$ cat src/hdl/sadr_pkg.sv
package sadr_pkg;
	// ----------------------------------------
	// address map
	// ----------------------------------------
	localparam int           ADDR_W       = 32;
	localparam int           REGION_MSB   = 31;
	localparam int           REGION_LSB   = 28;
	localparam logic [3:0]   REGION_MEM   = 4'h0;
	localparam logic [3:0]   REGION_EXT_LO = 4'h1;
	localparam logic [3:0]   REGION_EXT_HI = 4'h6;
	localparam logic [3:0]   REGION_PERIPH = 4'hF;
	localparam int           NUM_CS       = 6;
	localparam int           AREA_MSB     = 27;
	localparam int           AREA_LSB     = 20;
	localparam logic [7:0]   AREA_ZERO    = 8'h00;
	localparam logic [7:0]   AREA_ROM     = 8'h01;
	localparam logic [7:0]   AREA_SRAM    = 8'h03;
	localparam int           ROM_AW_DEF   = 16;
	localparam int           SRAM_AW_DEF  = 15;
	// ----------------------------------------
	// ahb encodings
	// ----------------------------------------
	localparam logic [1:0]   HTRANS_IDLE  = 2'h0;
	localparam logic [1:0]   HTRANS_BUSY  = 2'h1;
	localparam logic         HRESP_OKAY   = 1'b0;
	localparam logic         HRESP_ERROR  = 1'b1;
	typedef enum logic [2:0] {
		TGT_NONE,
		TGT_ROM,
		TGT_SRAM,
		TGT_EXT,
		TGT_PERIPH
	} sadr_target_t;
endpackage

$ cat src/hdl/sadr_decoder.sv
`timescale 1ns/10ps
// What this block does
// - split 4 GB into sixteen 256 MB regions by top four address bits
// - regions one to six go to external memory, each its own chip select
// - region zero holds on-chip memories, subdecoded into 1 MB areas
// - region fifteen forwards to the peripheral bus
// - unassigned regions answer the requesting master with an abort
// - before remap the sram answers only at its fixed base
// - after remap the sram also answers at address zero
// - boot rom always answers at its fixed base
// - with boot source high, rom aliases at zero until remap
module sadr_decoder #(
	parameter int ROM_AW  = sadr_pkg::ROM_AW_DEF,
	parameter int SRAM_AW = sadr_pkg::SRAM_AW_DEF
) (
	input  wire logic        clock,
	input  wire logic        rst_n,
	input  wire logic [31:0] haddr,
	input  wire logic [1:0]  htrans,
	input  wire logic        hready,
	input  wire logic        remap_cmd,
	input  wire logic        boot_source_select,
	output logic             sel_rom_q,
	output logic             sel_sram_q,
	output logic             sel_ext_q,
	output logic             sel_periph_q,
	output logic [5:0]       ext_chip_select_q,
	output logic             remapped_q,
	output logic             err_hready_q,
	output logic             err_hresp_q,
	output logic             err_active_q
);
	// ----------------------------------------
	// decode
	// ----------------------------------------
	sadr_pkg::sadr_target_t target;
	logic [5:0]             cs_onehot;
	logic                   active;
	logic                   err_first_q;
	logic                   boot_rom_q;
	logic                   boot_taken_q;

	assign active = hready && htrans[1];

	sadr_region_decode #(
		.ROM_AW  (ROM_AW),
		.SRAM_AW (SRAM_AW)
	) u_dec (
		.addr      (haddr),
		.remapped  (remapped_q),
		.boot_rom  (boot_rom_q),
		.target    (target),
		.cs_onehot (cs_onehot)
	);

	// ----------------------------------------
	// remap flag and boot strap
	// ----------------------------------------
	always_ff @(posedge clock or negedge rst_n) begin
		if (!rst_n) begin
			remapped_q <= 1'b0;
		end else if (remap_cmd) begin
			remapped_q <= 1'b1;
		end
	end

	// strap caught on first clock after reset release, not by the async reset
	always_ff @(posedge clock or negedge rst_n) begin
		if (!rst_n) begin
			boot_taken_q <= 1'b0;
			boot_rom_q   <= 1'b0;
		end else if (!boot_taken_q) begin
			boot_taken_q <= 1'b1;
			boot_rom_q   <= boot_source_select;
		end
	end

	// ----------------------------------------
	// address phase selects, registered for data phase
	// ----------------------------------------
	always_ff @(posedge clock or negedge rst_n) begin
		if (!rst_n) begin
			sel_rom_q         <= 1'b0;
			sel_sram_q        <= 1'b0;
			sel_ext_q         <= 1'b0;
			sel_periph_q      <= 1'b0;
			ext_chip_select_q <= '0;
		end else if (hready) begin
			sel_rom_q         <= active && target == sadr_pkg::TGT_ROM;
			sel_sram_q        <= active && target == sadr_pkg::TGT_SRAM;
			sel_ext_q         <= active && target == sadr_pkg::TGT_EXT;
			sel_periph_q      <= active && target == sadr_pkg::TGT_PERIPH;
			ext_chip_select_q <= active ? cs_onehot : '0;
		end
	end

	// ----------------------------------------
	// two-cycle error response
	// ----------------------------------------
	// no target select rises for an unmapped access, so nothing is touched
	always_ff @(posedge clock or negedge rst_n) begin
		if (!rst_n) begin
			err_first_q  <= 1'b0;
			err_hready_q <= 1'b1;
			err_hresp_q  <= sadr_pkg::HRESP_OKAY;
			err_active_q <= 1'b0;
		end else if (active && target == sadr_pkg::TGT_NONE) begin
			err_first_q  <= 1'b1;
			err_hready_q <= 1'b0;
			err_hresp_q  <= sadr_pkg::HRESP_ERROR;
			err_active_q <= 1'b1;
		end else if (err_first_q) begin
			err_first_q  <= 1'b0;
			err_hready_q <= 1'b1;
			err_hresp_q  <= sadr_pkg::HRESP_ERROR;
			err_active_q <= 1'b1;
		end else begin
			err_hready_q <= 1'b1;
			err_hresp_q  <= sadr_pkg::HRESP_OKAY;
			err_active_q <= 1'b0;
		end
	end

	// ----------------------------------------
	// checks
	// ----------------------------------------
	property p_err_two_cycle;
		@(posedge clock) disable iff (!rst_n)
		$rose(err_first_q) |-> !err_hready_q && err_hresp_q ##1 err_hready_q && err_hresp_q;
	endproperty
	a_err_two_cycle: assert property (p_err_two_cycle) else $error("bad error response");

	property p_unmapped_aborts;
		@(posedge clock) disable iff (!rst_n)
		active && haddr[31:28] inside {[4'h7:4'hE]} |=> err_active_q && !sel_ext_q;
	endproperty
	a_unmapped_aborts: assert property (p_unmapped_aborts) else $error("no abort");

	property p_ext_cs;
		@(posedge clock) disable iff (!rst_n)
		active && haddr[31:28] == 4'h1 |=> ext_chip_select_q == 6'h01 && sel_ext_q;
	endproperty
	a_ext_cs: assert property (p_ext_cs) else $error("bad chip select");

	property p_periph;
		@(posedge clock) disable iff (!rst_n)
		active && haddr[31:28] == 4'hF |=> sel_periph_q && ext_chip_select_q == 6'h00;
	endproperty
	a_periph: assert property (p_periph) else $error("periph not selected");

	property p_rom_base;
		@(posedge clock) disable iff (!rst_n)
		active && haddr[31:20] == 12'h001 && haddr[19:16] == 4'h0 |=> sel_rom_q;
	endproperty
	a_rom_base: assert property (p_rom_base) else $error("rom missing");

	property p_sram_zero_pre;
		@(posedge clock) disable iff (!rst_n)
		active && !remapped_q && haddr[31:20] == 12'h000 |=> !sel_sram_q;
	endproperty
	a_sram_zero_pre: assert property (p_sram_zero_pre) else $error("early sram alias");

	property p_sram_zero_post;
		@(posedge clock) disable iff (!rst_n)
		active && remapped_q && haddr[31:15] == 17'h0 |=> sel_sram_q && !sel_rom_q;
	endproperty
	a_sram_zero_post: assert property (p_sram_zero_post) else $error("no sram alias");

	property p_rom_alias;
		@(posedge clock) disable iff (!rst_n)
		active && boot_rom_q && !remapped_q && haddr[31:16] == 16'h0 |=> sel_rom_q;
	endproperty
	a_rom_alias: assert property (p_rom_alias) else $error("no rom alias");

	property p_remap_sticky;
		@(posedge clock) disable iff (!rst_n)
		remapped_q |=> remapped_q;
	endproperty
	a_remap_sticky: assert property (p_remap_sticky) else $error("remap lost");

	property p_ext_cs_onehot;
		@(posedge clock) disable iff (!rst_n)
		sel_ext_q ? $onehot(ext_chip_select_q) : (ext_chip_select_q == 6'h00);
	endproperty
	a_ext_cs_onehot: assert property (p_ext_cs_onehot) else $error("bad select code");

	property p_ext_cs_top;
		@(posedge clock) disable iff (!rst_n)
		active && haddr[31:28] == 4'h6 |=> ext_chip_select_q == 6'h20 && sel_ext_q;
	endproperty
	a_ext_cs_top: assert property (p_ext_cs_top) else $error("bad top select");

	property p_sram_base;
		@(posedge clock) disable iff (!rst_n)
		active && haddr[31:15] == 17'h0_0060 |=> sel_sram_q && !sel_rom_q;
	endproperty
	a_sram_base: assert property (p_sram_base) else $error("sram base missing");

	property p_rom_zero_off;
		@(posedge clock) disable iff (!rst_n)
		active && !boot_rom_q && !remapped_q && haddr[31:20] == 12'h000 |=>
			!sel_rom_q && err_active_q;
	endproperty
	a_rom_zero_off: assert property (p_rom_zero_off) else $error("stray rom alias");

	property p_area_gap;
		@(posedge clock) disable iff (!rst_n)
		active && haddr[31:20] == 12'h002 |=> err_active_q && !sel_sram_q && !sel_rom_q;
	endproperty
	a_area_gap: assert property (p_area_gap) else $error("gap not aborted");

	// an idle slot must leave every target and the error path quiet
	property p_idle_quiet;
		@(posedge clock) disable iff (!rst_n)
		hready && !htrans[1] |=>
			!sel_rom_q && !sel_sram_q && !sel_ext_q && !sel_periph_q && !err_active_q;
	endproperty
	a_idle_quiet: assert property (p_idle_quiet) else $error("idle selects");

	property p_remap_sets;
		@(posedge clock) disable iff (!rst_n)
		remap_cmd |=> remapped_q;
	endproperty
	a_remap_sets: assert property (p_remap_sets) else $error("remap not set");

	property p_strap_hold;
		@(posedge clock) disable iff (!rst_n)
		boot_taken_q |=> $stable(boot_rom_q);
	endproperty
	a_strap_hold: assert property (p_strap_hold) else $error("strap changed");
endmodule

$ cat src/hdl/sadr_region_decode.sv
`timescale 1ns/10ps
// ----------------------------------------
// combinational target decode of one address
// ----------------------------------------
module sadr_region_decode #(
	parameter int ROM_AW  = sadr_pkg::ROM_AW_DEF,
	parameter int SRAM_AW = sadr_pkg::SRAM_AW_DEF
) (
	input  wire logic [31:0]          addr,
	input  wire logic                 remapped,
	input  wire logic                 boot_rom,
	output sadr_pkg::sadr_target_t    target,
	output logic      [5:0]           cs_onehot
);
	logic [3:0] region;
	logic [7:0] area;
	logic       sram_fits;
	logic       rom_fits;

	assign region    = addr[sadr_pkg::REGION_MSB:sadr_pkg::REGION_LSB];
	assign area      = addr[sadr_pkg::AREA_MSB:sadr_pkg::AREA_LSB];
	// memories smaller than the 1 MB area abort above their size
	assign sram_fits = (addr[sadr_pkg::AREA_LSB-1:SRAM_AW] == '0);
	assign rom_fits  = (addr[sadr_pkg::AREA_LSB-1:ROM_AW] == '0);

	always_comb begin
		target    = sadr_pkg::TGT_NONE;
		cs_onehot = '0;
		if (region == sadr_pkg::REGION_MEM) begin
			if (area == sadr_pkg::AREA_ROM && rom_fits) begin
				target = sadr_pkg::TGT_ROM;
			end else if (area == sadr_pkg::AREA_SRAM && sram_fits) begin
				target = sadr_pkg::TGT_SRAM;
			end else if (area == sadr_pkg::AREA_ZERO) begin
				// sram alias wins over rom alias once remapped
				if (remapped && sram_fits) begin
					target = sadr_pkg::TGT_SRAM;
				end else if (!remapped && boot_rom && rom_fits) begin
					target = sadr_pkg::TGT_ROM;
				end
			end
		end else if (region >= sadr_pkg::REGION_EXT_LO &&
				region <= sadr_pkg::REGION_EXT_HI) begin
			target = sadr_pkg::TGT_EXT;
			cs_onehot[3'(region - sadr_pkg::REGION_EXT_LO)] = 1'b1;
		end else if (region == sadr_pkg::REGION_PERIPH) begin
			target = sadr_pkg::TGT_PERIPH;
		end
	end
endmodule

$ cat config.mk
export PLATFORM = sky130hd
export DESIGN_NAME = sadr_decoder
export DESIGN_NICKNAME = d
export VERILOG_FILES = /design/src/hdl/sadr_pkg.sv /design/src/hdl/sadr_decoder.sv /design/src/hdl/sadr_region_decode.sv
export SDC_FILE = /design/constraint.sdc
export NUM_CORES = 1
export LEC_CHECK = 0
export ABC_AREA = 1
export BUFFER_PORTS_ARGS = -buffer_cell sky130_fd_sc_hd__buf_2
export CORE_MARGIN = 8
export CORE_UTILIZATION = 45
export CTS_CLUSTER_SIZE = 8
export DETAILED_ROUTE_END_ITERATION = 6
export PLACE_DENSITY = 0.89
export SETUP_SLACK_MARGIN = 0.15
export SYNTH_ARGS = -nofsm -noshare
export SYNTH_HDL_FRONTEND = slang
export SYNTH_SLANG_ARGS = --single-unit
export TNS_END_PERCENT = 100
$ cat constraint.sdc
create_clock -name clock -period 2.9 [get_ports clock]
set_input_delay 0.145 -clock clock [delete_from_list [all_inputs] [get_ports clock]]
set_output_delay 0.145 -clock clock [all_outputs]
set_load 0.005 [all_outputs]
==> reports/qor.yml, run 1 <==
hold_viol_final: 0
fin_ws_ps: 1770
crit_path_start_kind: "flop"
cts-hold-fix-buffers: 1
numPortBuffers: 36
maxCapViolCount: 0
wirelength_mm: 2.28
die_w_um: 61.4
clk_pin_slew_ps: 90
synth_edf_count: 0
startpoint: "remapped_q"
synthFlopType: "dfrtp_1"
pin_count: 53
cts_sinks: 16
synth_top_area_cell: "dfrtp_1"
yosys-top-cells-count: "nand2_1 (30), dfrtp_1 (15), inv_1 (13), nor2_1 (12), nand3_1 (9)"
p_leak_nw: 0.647
grt_pass1_wl_mm: 3.75
synth.most_common_cell: "nand2_1"
drc: 0
crit_type: "reg -> reg"
die_h_um: 61.4
grt_pass1_vias: 913
synth-seq-cells: 16
synth_top_area_share: 0.405
whs_path_depth: 2
grt_antenna_before_repair: 0
end_kind: "flop"
num_vias: 894
layout-drive-gt1-share: 0.404
num_rows: 16
drtIter0Drc: 17
hp-class: "in -> reg"
finalMaxSlewViolations: 0
max_freq_mhz: 883
cts_root_buf: "clkbuf_4"
synth.top_cells.by_area: "dfrtp_1 (40%), nand2_1 (12%), ha_1 (5.4%), inv_1 (5.3%), nand3_1 (4.9%)"
synth_area_um2: 927
p_per_area_nw_per_um2: 393
layout_min_cycle_time_ps: 1130
r2r_slack_ps: 1770
cts_resized: 0
irDropWorstVdd_mv: 0.283
rsz0062_at_grt: "no"
gr-usage-all-layers: 0.133
htree_levels: 1
status: "completed"
firstDrtPassIters: 4
clk_latency_ps: 290
cts_setup_buffers: 0
gp_congestion: 0.792
core_area_um2: 1960
dp_slack_ps: 1500
ff2ff_path_depth: 8
numCtsBuffers: 3
dp_hpwl_mm: 1.88
yosys.cell_types.count: 23
reg2reg_from: "remapped_q"
ys_seq_area_frac: 0.433
syn_nets: 159
antennaDiodeCount: 0
cts_buffer_depth: 2
overflow: 0
async_flop_share: 1.00
area_growth_pct: 27.3
power_mw: 0.464
setup_viol: 0
cp-endpoint: "err_active_q"
grt_max_degree: 17
num-fill-cells: 176
design.die.area_um2: 3770
start_util: 0.473
avgSynthCellArea_um2: 7.99
crit_arrival_ps: 1320
fin_nets: 200
path_max_fanout: 5
hold_start: "remap_cmd"
yosys_warnings: 0
via_per_inst: 4.89
drtAntennaViolNets: 0
cts_tree: "yes"
synthCells: 116
worstPathRequired_ps: 3080
worst_clock_skew_ps: 4.75
wl_per_cell_um: 12.5
post-route-period-util: 0.391
setup_tns_ps: 0
worstReg2RegEnd: "err_active_q"
[cell usage in the layout, fill, tap and decap left out, types with 2 or more instances in the layout]
cell type	instances
inv_1	13
nor2_1	12
ha_1	4
nand3_1	9
o21ai_2	4
nand2_1	30
nor2_4	2
o21ai_0	3
or2_2	2
dfrtp_1	15
buf_2	36
nor2_2	3
inv_2	2
nand3_2	2
nand2_2	6
clkbuf_4	3
[sequential cells by signal, summed over array words and instances, names as in the netlist]
| register | count |
|---|---|
| boot_rom_q | 1 |
| err_active_q | 1 |
| remapped_q | 1 |
| err_hready_q | 1 |
| sel_ext_q | 1 |
| sel_sram_q | 1 |
| sel_periph_q | 1 |
| ext_chip_select_q | 6 |
| err_first_q | 1 |
| sel_rom_q | 1 |
| boot_taken_q | 1 |
[per-stage QoR]
step                instance area, µm²  cells  hold WS, ps  utilization
CTS                               1180    183         40.1        0.601
floorplan                          927    116         -151            -
finish                            1180    183         43.4        0.601
global route                      1180    183         44.5        0.601
global placement                  1130    178         62.2        0.578
detailed placement                1130    178         72.3        0.578
[how the worst min path moves through the flow]
stage	to	slack, ps
2_1_floorplan	boot_rom_q	-150
3_3_place_gp	sel_ext_q	60
3_5_place_dp	ext_chip_select_q[1]	70
4_1_cts	remapped_q	40
5_1_grt	remapped_q	40
6_report	remapped_q	40
[routing by layer]
metal | vias to the layer above | track usage | share of wire | wire length (µm)
met5 | - | 0 | 0 | 0
li1 | 438 | - | - | -
met3 | 7 | 0.0251 | 0.067 | 152
met1 | 419 | 0.128 | 0.35 | 802
met4 | 0 | 0.0844 | 0.027 | 61
met2 | 30 | 0.251 | 0.55 | 1260
[logic make-up (layout without fill, tap and decap cells)]
kind of cell / count (synthesis) / count (layout) / synth area share
AOI/OAI and AO/OA: 10 / 10 / 0.0756
buffers and inverters: 17 / 57 / 0.0729
xor gates and xnor gates: 1 / 1 / 0.00945
adders and majority gates: 4 / 4 / 0.0540
and+or+nand+nor: 66 / 66 / 0.339
DFF: 16 / 16 / 0.433
muxes: 1 / 1 / 0.0121
other: 1 / 1 / 0.00404
[worst max-delay path, stage by stage (launching register included)]
cell	delay, ps
dfrtp_1	440
inv_1	70
nand2_1	40
nor2_1	100
nand2_1	80
nand3_2	90
nand2_2	70
nand3_2	90
nand2_1	50
[final cells by class]
class | count | area, µm² | share of cell area
clock buffer | 4 | 36.3 | 0.0308
tap | 27 | 33.8 | 0.0286
inverter | 16 | 60.1 | 0.0509
sequential | 16 | 402 | 0.340
multi-input combinational | 83 | 458 | 0.388
timing repair buffer | 37 | 190 | 0.161
[power by group]
group | internal, mW | total (mW) | switching [mW]
combinational | 0.0334 | 0.0815 | 0.0481
clock | 0.0765 | 0.146 | 0.0699
sequential | 0.233 | 0.236 | 0.00369
total | 0.342 | 0.464 | 0.122
Note: power is estimated with default switching activity, not from simulation.
==> run 2: changes to the inputs <==
ABC_AREA = 0   (was 1)
CORE_UTILIZATION = 40   (was 45)
PLACE_DENSITY = 0.84   (was 0.89)
clock period = 1.15 ns   (was 2.9 ns; I/O delays follow)
==> reports/qor.yml, run 2 <==
status: "finished with violations"
violations: "negative setup slack"
numPortBuffers: 36  # unchanged
mostFrequentLayoutCell: "buf_2"
hp-class: "in -> reg"
crit_type: "reg -> reg"
num_vias: 820  # -8.3%
p_per_area_nw_per_um2: 922  # +130%
met2_usage: 0.238  # -0.0124
core_area_um2: 1920  # -2.0%
max_freq_mhz: 604  # -32%
synth_mux_area_frac: 0.0140  # +0.00185
yosys.cell_types.count: 31  # +35%
end_kind: "flop"
cts_buffer_depth: 2  # unchanged
dpl-instance-area_um2: 1150  # +1.7%
maxCapViolCount: 0  # unchanged
synth-seq-cells: 16  # unchanged
p_leak_nw: 0.663  # +2.5%
synth-xor-area-share: 0.0109  # +0.00144
synth_area_um2: 805  # -13%
dp_hpwl_mm: 1.91  # +1.6%
fin_nets: 178  # -11%
firstDrtPassIters: 4  # unchanged
cts_sinks: 16  # unchanged
setup_tns_ps: -2670  # -2670 ps
path_max_fanout: 3  # -2
synthFlopType: "dfrtp_1"
synth_top_family_by_area: "simple AND/OR/NAND/NOR gates"
stdcell_area_um2: 1340  # +13%
yosys_warnings: 0  # unchanged
use_met1: 0.170  # +0.0426
yosys-top-cells-count: "dfrtp_1 (15), inv_1 (7), nor2_1 (5)"
top_register: "ext_chip_select_q"
antennaDiodeCount: 0  # unchanged
synth_top_area_share: 0.467  # +0.0617
synth.most_common_cell: "dfrtp_1"
synth_adder_area_share: 0.0622  # +0.00823
crit_arrival_ps: 1840  # +520 ps
htree_levels: 1  # unchanged
die_h_um: 60.8  # -0.89%
cp_top_family: "compound AO/OA/AOI/OAI gates"
worstPathRequired_ps: 1340  # -1740 ps
drc: 0  # unchanged
instances_no_fill: 161  # -12%
grt_pass1_vias: 893  # -2.2%
async_flop_share: 1.00  # unchanged
numCtsBuffers: 3  # unchanged
largest_reg_flops: 6  # unchanged
design.die.area_um2: 3700  # -1.8%
area_growth_pct: 65.9
r2r_slack_ps: -500  # -2270 ps
start_util: 0.419  # -0.0540
finalMaxSlewViolations: 0  # unchanged
fin_ws_ps: -505  # -2270 ps
critPathBufInv: 0  # -1
synthCells: 73  # -37%
clk_pin_slew_ps: 90  # about the same
wirelength_mm: 2.48  # +8.8%
rsz0062_at_grt: "yes"
ys_seq_area_frac: 0.499  # +0.0660
irDropWorstVdd_mv: 0.554  # +96%
crit_path_start_kind: "flop"
synth.top_cells.by_area: "dfrtp_1 (47%), ha_1 (6.2%), o2bb2ai_1 (4.4%), dfstp_2 (3.3%), inv_1 (3.3%)"
cts_tree: "yes"
met3_usage: 0.0297  # +0.00461
synth_simple_gate_area_frac: 0.193  # -0.146
num-fill-cells: 142  # -19%
wl_per_cell_um: 15.4  # +24%
cts_root_buf: "clkbuf_4"
synth_compound_area_frac: 0.174  # +0.0986
die_w_um: 60.8  # -0.89%
synth_top_area_cell: "dfrtp_1"
drtIter0Drc: 33  # +16
num_rows: 16  # unchanged
regArea_um2: 402  # unchanged
setup_viol: 9  # +9
multi_input_area_um2: 444  # -3.0%
layout-drive-gt1-share: 0.582  # +0.178
post-route-period-util: 1.44  # +1.05
critical-path-max-stage-delay_ps: 420  # -20 ps
avgSynthCellArea_um2: 11.0  # +38%
gp_congestion: 0.837  # +5.7%
syn_nets: 116  # -27%
hold_viol_final: 0  # unchanged
layout_min_cycle_time_ps: 1650  # +522 ps
worst_clock_skew_ps: 0.524  # -4.23 ps
whs_ps: 94.6  # +51.2 ps
post-place-cells: 150  # -16%
top_usage_layer: "met2"
gr-usage-all-layers: 0.147  # +0.0140
overflow: 0  # unchanged
drtAntennaViolNets: 0  # unchanged
clk_latency_ps: 290  # about the same
final_cell_mix: "buf_2 (33), buf_4 (20), dfrtp_1 (15), inv_1 (6)"
grt_antenna_before_repair: 0  # unchanged
grt_pass1_wl_mm: 4.07  # +8.5%
pin_count: 53  # unchanged
crit_chain: "or3b_1 > a2111o_1 > or2_0 > a41o_1"
synth_edf_count: 0  # unchanged
via_per_inst: 5.09  # +4.3%
grt_max_degree: 17  # unchanged
slowest_stage: "a2111o_1"
[run 2: cells by family after synthesis]
family | after synthesis
compound gates | 16
other cells | 1
mux | 1
flops | 16
fa+ha+maj | 4
xor+xnor | 1
buf+inv | 8
simple gates | 26
[run 2: tightest hold or removal path, delay by kind of cell]
| family | cells | cell delay (ps) |
|---|---|---|
| buf+inv | 2 | 230 |
| compound gates | 1 | 70 |
[run 2: path summary, 6_finish.rpt]
path,from,to,cells past startpoint
setup reg to reg,remapped_q,sel_rom_q,4
hold / removal,hready,sel_ext_q,3
min in group asynchronous,rst_n,err_first_q,2
max in group asynchronous,rst_n,err_hready_q,2
setup / recovery,remapped_q,sel_rom_q,4
hold reg to reg,err_first_q,err_active_q,1
[run 2: layout make-up]
class / instances / share of cell area
clock buffer: 4 / 0.0272
inverter: 7 / 0.0319
multi-input combinational: 49 / 0.333
sequential: 16 / 0.301
tap: 27 / 0.0253
timing repair buffer: 58 / 0.282
[run 2: metrics by stage]
| step | setup slack, ps | utilization | power (mW) |
|---|---|---|---|
| floorplan | -464 | - | 0.687 |
| detailed placement | -548 | 0.600 | 0.824 |
| global placement | -483 | 0.600 | 0.813 |
| finish | -505 | 0.695 | 1.23 |
| CTS | -555 | 0.684 | 1.23 |
| global route | -574 | 0.695 | 1.28 |
[run 2: timing repair]
action                                  in CTS  in global routing
pin swaps                                    9                  7
resized for setup                           14                  3
buffers inserted                             4                  0
endpoints found under the setup margin      13                 15
hold endpoints to repair                    18                  0
hold buffers                                 3                  0
[run 2: per-layer routing]
metal,vias to the layer above,wire length [µm]
met1,398,1060
met5,-,0
met2,35,1240
met4,0,59
li1,380,-
met3,7,114
[run 2: report_power, final]
part | switching, mW | internal (mW)
registers | 0.0102 | 0.585
clock network | 0.183 | 0.193
logic | 0.123 | 0.137
total | 0.316 | 0.915
